## config.mk

```make
export PLATFORM = sky130hd
export DESIGN_NAME = tcm_channel
export DESIGN_NICKNAME = d
export VERILOG_FILES = /design/src/hdl/tcm_pkg.sv /design/src/hdl/tcm_channel.sv
export SDC_FILE = /design/constraint.sdc
export NUM_CORES = 1
export LEC_CHECK = 0
export BUFFER_PORTS_ARGS = -buffer_cell sky130_fd_sc_hd__buf_2
export CORE_MARGIN = 10
export CORE_UTILIZATION = 44
export CTS_BUF_LIST = sky130_fd_sc_hd__clkbuf_4 sky130_fd_sc_hd__clkbuf_8
export DETAILED_ROUTE_END_ITERATION = 7
export GPL_TIMING_DRIVEN = 1
export PLACE_DENSITY = 0.78
export SLEW_MARGIN = 30
export SYNTH_ARGS = -nofsm -noshare
export SYNTH_HDL_FRONTEND = slang
export SYNTH_SLANG_ARGS = --single-unit
export TNS_END_PERCENT = 50
```

## constraint.sdc

```tcl
create_clock -name clk_sys -period 1.71 [get_ports clk_sys]
set_input_delay 0.2565 -clock clk_sys [delete_from_list [all_inputs] [get_ports clk_sys]]
set_output_delay 0.2565 -clock clk_sys [all_outputs]
set_load 0.01 [all_outputs]
```

## src/hdl/tcm_pkg.sv

```systemverilog
// Package for the timer channel mode control block: map, fields, modes
package tcm_pkg;

    // Register byte addresses on the APB bus
    localparam logic [7:0] TCM_ADDR_STATUS_CONTROL = 8'h00;
    localparam logic [7:0] TCM_ADDR_CHANNEL_VALUE  = 8'h04;
    localparam logic [7:0] TCM_ADDR_TIMER_CONTROL  = 8'h08;

    // Field positions inside the channel status/control register
    localparam int TCM_BIT_EVENT_FLAG = 7;
    localparam int TCM_BIT_IRQ_ENABLE = 6;
    localparam int TCM_BIT_MODE_HIGH  = 5;
    localparam int TCM_BIT_MODE_LOW   = 4;
    localparam int TCM_BIT_ELS_HIGH   = 3;
    localparam int TCM_BIT_ELS_LOW    = 2;

    // Field position of the center-align select in the timer control register
    localparam int TCM_BIT_CENTER_ALIGN = 5;

    // Reset values
    localparam logic [7:0]  TCM_RST_STATUS_CONTROL = 8'h00;
    localparam logic [15:0] TCM_RST_CHANNEL_VALUE  = 16'h0000;
    localparam logic        TCM_RST_CENTER_ALIGN   = 1'b0;
    localparam logic        TCM_RST_PIN_LEVEL      = 1'b0;

    // Edge/level select encodings
    localparam logic [1:0] TCM_ELS_RELEASED = 2'h0;
    localparam logic [1:0] TCM_ELS_RISE     = 2'h1;
    localparam logic [1:0] TCM_ELS_FALL     = 2'h2;
    localparam logic [1:0] TCM_ELS_BOTH     = 2'h3;

    // Pin synchroniser depth
    localparam int TCM_SYNC_STAGES = 3;

    // Channel operating mode
    typedef enum logic [1:0] {
        TCM_MODE_CAPTURE,
        TCM_MODE_COMPARE,
        TCM_MODE_EDGE_PWM,
        TCM_MODE_CENTER_PWM
    } tcm_mode_e;

    // Software-visible control fields of the channel
    typedef struct packed {
        logic       channel_irq_enable;
        logic       channel_mode_select_high;
        logic       channel_mode_select_low;
        logic [1:0] edge_level_select;
    } tcm_ctrl_s;

    // View of the shared counter as the channel sees it
    typedef struct packed {
        logic [15:0] value;
        logic        count_down;
        logic        tick;
        logic        wrap;
    } tcm_counter_s;

endpackage : tcm_pkg

```

## src/hdl/tcm_channel.sv

```systemverilog
// Timer channel mode control: status/control register, modes, flag and pin
`timescale 1ns/1ps

module tcm_channel
    import tcm_pkg::*;
(
    // Clock and reset
    input  wire logic               clk_sys,
    input  wire logic               rst_n,
    // APB slave
    input  wire logic               psel,
    input  wire logic               penable,
    input  wire logic               pwrite,
    input  wire logic [7:0]         paddr,
    input  wire logic [31:0]        pwdata,
    input  wire logic [3:0]         pstrb,
    output logic [31:0]             prdata,
    output logic                    pready,
    output logic                    pslverr,
    // Shared counter
    input  wire tcm_counter_s       counter,
    output logic                    center_align_select,
    // Channel pin
    input  wire logic               channel_pin_in,
    output logic                    channel_pin_out,
    output logic                    channel_pin_oe,
    // Channel interrupt request
    output logic                    channel_irq
);

    // Register state
    logic                           event_flag_q;
    logic                           clear_armed_q;
    tcm_ctrl_s                      ctrl_q;
    logic [15:0]                    value_q;
    logic                           center_q;
    logic                           pin_q;
    logic                           pin_level_q;
    logic [31:0]                    prdata_q;
    logic [TCM_SYNC_STAGES-1:0]     pin_sync_q;

    // Decoded bus and channel conditions
    logic                           bus_access;
    logic                           bus_write;
    logic                           bus_read;
    logic                           hit_status;
    logic                           hit_value;
    logic                           hit_timer;
    logic                           addr_mapped;
    tcm_mode_e                      mode;
    logic                           pin_used;
    logic                           pin_agree;
    logic                           pin_rise;
    logic                           pin_fall;
    logic                           capture_event;
    logic                           match_event;
    logic                           channel_event;
    logic [7:0]                     status_view;

    // Address decode; every register answers at once, so no wait states
    assign hit_status  = (paddr == TCM_ADDR_STATUS_CONTROL);
    assign hit_value   = (paddr == TCM_ADDR_CHANNEL_VALUE);
    assign hit_timer   = (paddr == TCM_ADDR_TIMER_CONTROL);
    assign addr_mapped = hit_status | hit_value | hit_timer;
    assign bus_access  = psel & penable;
    assign bus_write   = bus_access & pwrite & addr_mapped;
    assign bus_read    = bus_access & ~pwrite & addr_mapped;
    assign pready      = 1'b1;
    assign pslverr     = bus_access & ~addr_mapped;
    assign prdata      = prdata_q;

    // Mode decode from center select and the two mode bits
    always_comb begin
        if (center_q) begin
            mode = TCM_MODE_CENTER_PWM;
        end else if (ctrl_q.channel_mode_select_high) begin
            mode = TCM_MODE_EDGE_PWM;
        end else if (ctrl_q.channel_mode_select_low) begin
            mode = TCM_MODE_COMPARE;
        end else begin
            mode = TCM_MODE_CAPTURE;
        end
    end

    // Pin belongs to the channel only with a nonzero edge/level select
    assign pin_used = (ctrl_q.edge_level_select != TCM_ELS_RELEASED);

    // Status byte as software reads it
    always_comb begin
        status_view                     = 8'h00;
        status_view[TCM_BIT_EVENT_FLAG] = event_flag_q;
        status_view[TCM_BIT_IRQ_ENABLE] = ctrl_q.channel_irq_enable;
        status_view[TCM_BIT_MODE_HIGH]  = ctrl_q.channel_mode_select_high;
        status_view[TCM_BIT_MODE_LOW]   = ctrl_q.channel_mode_select_low;
        status_view[TCM_BIT_ELS_HIGH]   = ctrl_q.edge_level_select[1];
        status_view[TCM_BIT_ELS_LOW]    = ctrl_q.edge_level_select[0];
    end

    // Pin synchroniser; the first stage feeds only the second
    always_ff @(posedge clk_sys or negedge rst_n) begin
        if (!rst_n) begin
            pin_sync_q <= '0;
        end else begin
            pin_sync_q <= {pin_sync_q[TCM_SYNC_STAGES-2:0], channel_pin_in};
        end
    end

    // Second and third stages must agree before a level is believed, so a
    // one-cycle glitch that slips past the first stage is never counted
    assign pin_agree = (pin_sync_q[TCM_SYNC_STAGES-2] == pin_sync_q[TCM_SYNC_STAGES-1]);

    // Accepted pin level; it moves only on an agreed change
    always_ff @(posedge clk_sys or negedge rst_n) begin
        if (!rst_n) begin
            pin_level_q <= TCM_RST_PIN_LEVEL;
        end else if (pin_agree) begin
            pin_level_q <= pin_sync_q[TCM_SYNC_STAGES-1];
        end
    end

    // An edge is an agreed level that differs from the accepted one.
    // A pin that moves just before capture is chosen may still show an edge.
    assign pin_rise = pin_agree & pin_sync_q[TCM_SYNC_STAGES-1] & ~pin_level_q;
    assign pin_fall = pin_agree & ~pin_sync_q[TCM_SYNC_STAGES-1] & pin_level_q;

    // Capture edge selection
    always_comb begin
        capture_event = 1'b0;
        if (mode == TCM_MODE_CAPTURE) begin
            unique case (ctrl_q.edge_level_select)
                TCM_ELS_RISE:     capture_event = pin_rise;
                TCM_ELS_FALL:     capture_event = pin_fall;
                TCM_ELS_BOTH:     capture_event = pin_rise | pin_fall;
                TCM_ELS_RELEASED: capture_event = 1'b0;
            endcase
        end
    end

    // Compare match once per counter step, in every non-capture mode.
    // Center mode hits this on the way up and on the way down.
    assign match_event = (mode != TCM_MODE_CAPTURE) & counter.tick
                       & (counter.value == value_q);

    // Events set the flag even with the pin released
    assign channel_event = capture_event | match_event;

    // Event flag: event beats a simultaneous clear
    always_ff @(posedge clk_sys or negedge rst_n) begin
        if (!rst_n) begin
            event_flag_q <= TCM_RST_STATUS_CONTROL[TCM_BIT_EVENT_FLAG];
        end else if (channel_event) begin
            event_flag_q <= 1'b1;
        end else if (bus_write & hit_status & pstrb[0] & clear_armed_q
                     & ~pwdata[TCM_BIT_EVENT_FLAG]) begin
            event_flag_q <= 1'b0;
        end
    end

    // Clear arming: a read that returned a set flag arms, an event or a status write disarms.
    // Disarming on an event forces a fresh read, so no event is dropped.
    // The flag is judged from the byte loaded in the setup cycle, so an event
    // landing between setup and access can never be cleared unseen.
    always_ff @(posedge clk_sys or negedge rst_n) begin
        if (!rst_n) begin
            clear_armed_q <= 1'b0;
        end else if (channel_event) begin
            clear_armed_q <= 1'b0;
        end else if (bus_write & hit_status) begin
            clear_armed_q <= 1'b0;
        end else if (bus_read & hit_status & prdata_q[TCM_BIT_EVENT_FLAG]) begin
            clear_armed_q <= 1'b1;
        end
    end

    // Control fields; a written 1 in the flag position is simply dropped
    always_ff @(posedge clk_sys or negedge rst_n) begin
        if (!rst_n) begin
            ctrl_q.channel_irq_enable       <= TCM_RST_STATUS_CONTROL[TCM_BIT_IRQ_ENABLE];
            ctrl_q.channel_mode_select_high <= TCM_RST_STATUS_CONTROL[TCM_BIT_MODE_HIGH];
            ctrl_q.channel_mode_select_low  <= TCM_RST_STATUS_CONTROL[TCM_BIT_MODE_LOW];
            ctrl_q.edge_level_select        <= TCM_ELS_RELEASED;
        end else if (bus_write & hit_status & pstrb[0]) begin
            ctrl_q.channel_irq_enable       <= pwdata[TCM_BIT_IRQ_ENABLE];
            ctrl_q.channel_mode_select_high <= pwdata[TCM_BIT_MODE_HIGH];
            ctrl_q.channel_mode_select_low  <= pwdata[TCM_BIT_MODE_LOW];
            ctrl_q.edge_level_select        <= pwdata[TCM_BIT_ELS_HIGH:TCM_BIT_ELS_LOW];
        end
    end

    // Center-align select, shared by all channels and the counter
    always_ff @(posedge clk_sys or negedge rst_n) begin
        if (!rst_n) begin
            center_q <= TCM_RST_CENTER_ALIGN;
        end else if (bus_write & hit_timer & pstrb[0]) begin
            center_q <= pwdata[TCM_BIT_CENTER_ALIGN];
        end
    end

    assign center_align_select = center_q;

    // Channel value: capture wins over a software write in the same cycle
    always_ff @(posedge clk_sys or negedge rst_n) begin
        if (!rst_n) begin
            value_q <= TCM_RST_CHANNEL_VALUE;
        end else if (capture_event) begin
            value_q <= counter.value;
        end else if (bus_write & hit_value) begin
            if (pstrb[0]) begin
                value_q[7:0] <= pwdata[7:0];
            end
            if (pstrb[1]) begin
                value_q[15:8] <= pwdata[15:8];
            end
        end
    end

    // Pin drive level per mode and edge/level select
    always_ff @(posedge clk_sys or negedge rst_n) begin
        if (!rst_n) begin
            pin_q <= TCM_RST_PIN_LEVEL;
        end else begin
            unique case (mode)
                TCM_MODE_CAPTURE: begin
                    pin_q <= pin_q;
                end
                TCM_MODE_COMPARE: begin
                    if (match_event) begin
                        unique case (ctrl_q.edge_level_select)
                            TCM_ELS_RELEASED: pin_q <= pin_q;
                            TCM_ELS_RISE:     pin_q <= ~pin_q;
                            TCM_ELS_FALL:     pin_q <= 1'b0;
                            TCM_ELS_BOTH:     pin_q <= 1'b1;
                        endcase
                    end
                end
                TCM_MODE_EDGE_PWM: begin
                    // Match ends the pulse; the wrap starts the next period
                    if (match_event) begin
                        pin_q <= ctrl_q.edge_level_select[0];
                    end else if (counter.wrap) begin
                        pin_q <= ~ctrl_q.edge_level_select[0];
                    end
                end
                TCM_MODE_CENTER_PWM: begin
                    // Up-count match ends the pulse, down-count match starts it
                    if (match_event) begin
                        pin_q <= counter.count_down
                               ? ~ctrl_q.edge_level_select[0]
                               : ctrl_q.edge_level_select[0];
                    end
                end
            endcase
        end
    end

    // Pin is driven only by output modes with a nonzero select
    assign channel_pin_out = pin_q;
    assign channel_pin_oe  = pin_used & (mode != TCM_MODE_CAPTURE);

    // Interrupt request follows flag and enable
    assign channel_irq = event_flag_q & ctrl_q.channel_irq_enable;

    // Read data captured in the setup phase, ready for the access phase
    always_ff @(posedge clk_sys or negedge rst_n) begin
        if (!rst_n) begin
            prdata_q <= 32'h0000_0000;
        end else if (psel & ~penable & ~pwrite) begin
            if (hit_status) begin
                prdata_q <= {24'h00_0000, status_view};
            end else if (hit_value) begin
                prdata_q <= {16'h0000, value_q};
            end else if (hit_timer) begin
                prdata_q <= {26'h000_0000, center_q, 5'h00};
            end else begin
                prdata_q <= 32'h0000_0000;
            end
        end
    end

endmodule : tcm_channel

```

==> metrics.cfg <==
[detailed_routing]
ant_nets=0
dr.pass1.iters=4
routed_wl_um=6780
viasPerCell=5.03
drt-initial-drc-count=117
routedWlPerCell_um=15.7
vias=2179
drcViolationCount=0

[power_and_ir_drop]
p_per_area_nw_per_um2=677
vdd.ir_drop.worst_v=0.000421
p_int_w=0.00152
swShare_pct=27.1
p_clk_share_pct=32.1
leakagePower_nw=1.64
p_seq_share_pct=54.5
power_switching_w=0.000564
combPwrFrac_pct=13.4

[run]
max-cap-violations=0

[synthesis]
async_flop_share_pct=100
synth_edf_count=0
ys.flop_type=dfrtp_1
yosys_warnings=0
avgSynthCellArea_um2=9.00
yosysTopAreaCell=dfrtp_1
seq_area_frac_synth_pct=45.7
synth-seq-cells=45
synth.distinct_cells=40
synthTopCellsByArea=dfrtp_1, nand2_1, buf_4, nor2_1, xnor2_1
synth_area_um2=2460
syn_inst=274
post-synth-top-area-fraction_pct=45.7

[global_routing]
grt_overflow_total=0
antenna_found_initial=0
grt_start_max_net_pins=24
grtUsageTotal_pct=14.9
grt_pass1_vias=2261
grt_pass1_wl_um=10600

[layout]
layout.cells.non_filler=433
utilization_pct=56.1
syn2layout_area_growth_pct=24.5
stdcell_area_um2=3070
drive_gt1_share_pct=30.7
final_nets=431
fillCellCount=524
antennaDiodeCount=0

[timing]
skew_ns=0.00868
max-slew-margin-rel_pct=61.6
fin_crit_ns=1.61
tightestPinTransition_ns=0.576
fmax_mhz=620
tns_ns=0
hold_viol=0
maxSlewViolCount=0
setup_ws_ns=0.0975
finalCritPeriodShare_pct=94.3
finalSetupViolCount=0
rsz0062_at_grt=false

[placement]
gp_congestion=0.895
place_inst=423
postPlaceCellArea_um2=2950
dpl.hpwl_um=5480
pre_cts_ws_ns=-0.0634
portBuffers=71

[setup_path]
cpPeakStageDelay_ns=0.41
crit_type=reg -> reg
cp-start-kind=flop
cp_slowest_cell=dfrtp_1
crit_fanout=16
endpoint_kind=flop
cp_data_required_time_ns=1.89
arrival_ns=1.79
crit_chain=ha_1 -> and3b_1 -> o21ai_4 -> buf_4 -> o41ai_4 -> buf_12 -> nor2_1 -> a31oi_1

[die]
initial_utilization_pct=45.0
io_pins=107
num_rows=27
die_y_um=94.8
coreArea_um2=5470
fp.dieW_um=94.8
dieArea_um2=9000

[clock_network]
cts_tree=done
numCtsBuffers=5
root_buffer=clkbuf_8
clk_latency_ns=0.30
cts.path.max_buffers=2
cts_sinks=45
cts_htree_levels=2
path_clk_slew_ns=0.09

[hold_path]
min_path_type=in -> reg

[run_status]
status=complete, no violations

## metal layers
metal  global-route usage (%)  routed length [um]
met3                     4.76                 552
met2                     26.1                3470
met5                        0                   0
met1                     16.7                2660
met4                     4.99                 104
## cells in the mapped netlist, drive strengths merged, types with 2 or more instances
library cell	count
nand2	63
dfrtp	45
nor2	34
buf	21
a31oi	17
nand3	13
xnor2	13
clkbuf	7
inv	6
a221oi	5
mux2	5
o21ai	5
and3	4
xor2	4
nand4	3
nor3	3
a21oi	2
a31o	2
and2	2
conb	2
ha	2
nand2b	2
nor4	2
## worst max-delay path, delay by kind of cell, from the launching register on
kind / cells / cell delay [ns]
flip-flops: 1 / 0.41
AO/OA/AOI/OAI: 3 / 0.29
AND/OR/NAND/NOR: 2 / 0.28
buffers and inverters: 2 / 0.31
adder cells (fa/ha/maj): 1 / 0.20
## final cells by class
cell class / instances / area [um2] / area share (%)
clock inverters: 3 / 21.3 / 0.693
multi-input cells: 210 / 1200 / 39.1
inverters: 6 / 22.5 / 0.734
well taps: 72 / 90.1 / 2.94
clock buffers: 5 / 68.8 / 2.24
flip-flops and latches: 45 / 1130 / 36.7
repair buffers: 92 / 541 / 17.6
## power groups by stage
stage / registers, W / clock network (W) / logic [W]
floorplan: 0.00116 / 0 / 0.000142
global placement: 0.00115 / 0 / 0.000270
detailed placement: 0.00115 / 0 / 0.000276
CTS: 0.00113 / 0.000695 / 0.000279
global route: 0.00114 / 0.000744 / 0.000313
finish: 0.00113 / 0.000668 / 0.000278
## layout by cell type (no fill, tap or decap), types with 3 or more instances in the layout
| cell type | count |
|---|---|
| buf_2 | 71 |
| nand2_1 | 62 |
| dfrtp_1 | 45 |
| nor2_1 | 34 |
| buf_4 | 18 |
| a31oi_1 | 17 |
| conb_1 | 17 |
| nand3_1 | 13 |
| xnor2_1 | 13 |
| inv_1 | 6 |
| mux2_4 | 5 |
| a221oi_1 | 5 |
| clkbuf_8 | 5 |
| and3_1 | 4 |
| o21ai_0 | 4 |
| xor2_1 | 4 |
| nor3_1 | 3 |
| nand4_1 | 3 |
## flip-flops by register name (all words and copies together) (netlist names)
signal,cells
ctrl_q,5
event_flag_q,1
prdata,16
channel_pin_out,1
pin_sync_q,3
clear_armed_q,1
center_align_select,1
value_q,16
pin_level_q,1
## path summary, 6_finish.rpt
kind | start | slack [ns] | endpoint | depth (start not counted)
worst min register to register | pin_sync_q[0] | 0.36 | pin_sync_q[1] | 0
min in group asynchronous | rst_n | 0.48 | pin_sync_q[0] | 2
worst max-delay path | pin_sync_q[1] | 0.1 | value_q[5] | 8
max in group asynchronous | rst_n | 0.70 | value_q[5] | 3
worst min-delay path | channel_pin_in | 0.06 | pin_sync_q[0] | 1
worst max register to register | pin_sync_q[1] | 0.1 | value_q[5] | 8
## logic make-up after synthesis
group / after synthesis / synth area share [%]
buffers and inverters: 34 / 8.22
other: 2 / 0.305
and+or+nand+nor: 131 / 24.0
muxes: 6 / 3.45
adders and majority gates: 2 / 1.02
xor gates and xnor gates: 17 / 6.04
DFF: 45 / 45.7
AOI/OAI and AO/OA: 37 / 11.3
## repair_timing
item                       4_1_cts  5_1_grt
hold buffers                     1        0
setup endpoints to repair        1        7
cloned                           0        0
pin swaps                        0        1
resized for setup                1        0
setup buffers                    0        1
hold endpoints to repair        22        0
## per-stage QoR
stage          total power (W)  hold slack (ns)
5_1_grt                0.00220           0.0415
4_1_cts                0.00211           0.0441
2_1_floorplan          0.00130          -0.0391
3_3_place_gp           0.00142            0.277
6_report               0.00208           0.0577
3_5_place_dp           0.00143            0.284
(Power assumes the default switching activity.)
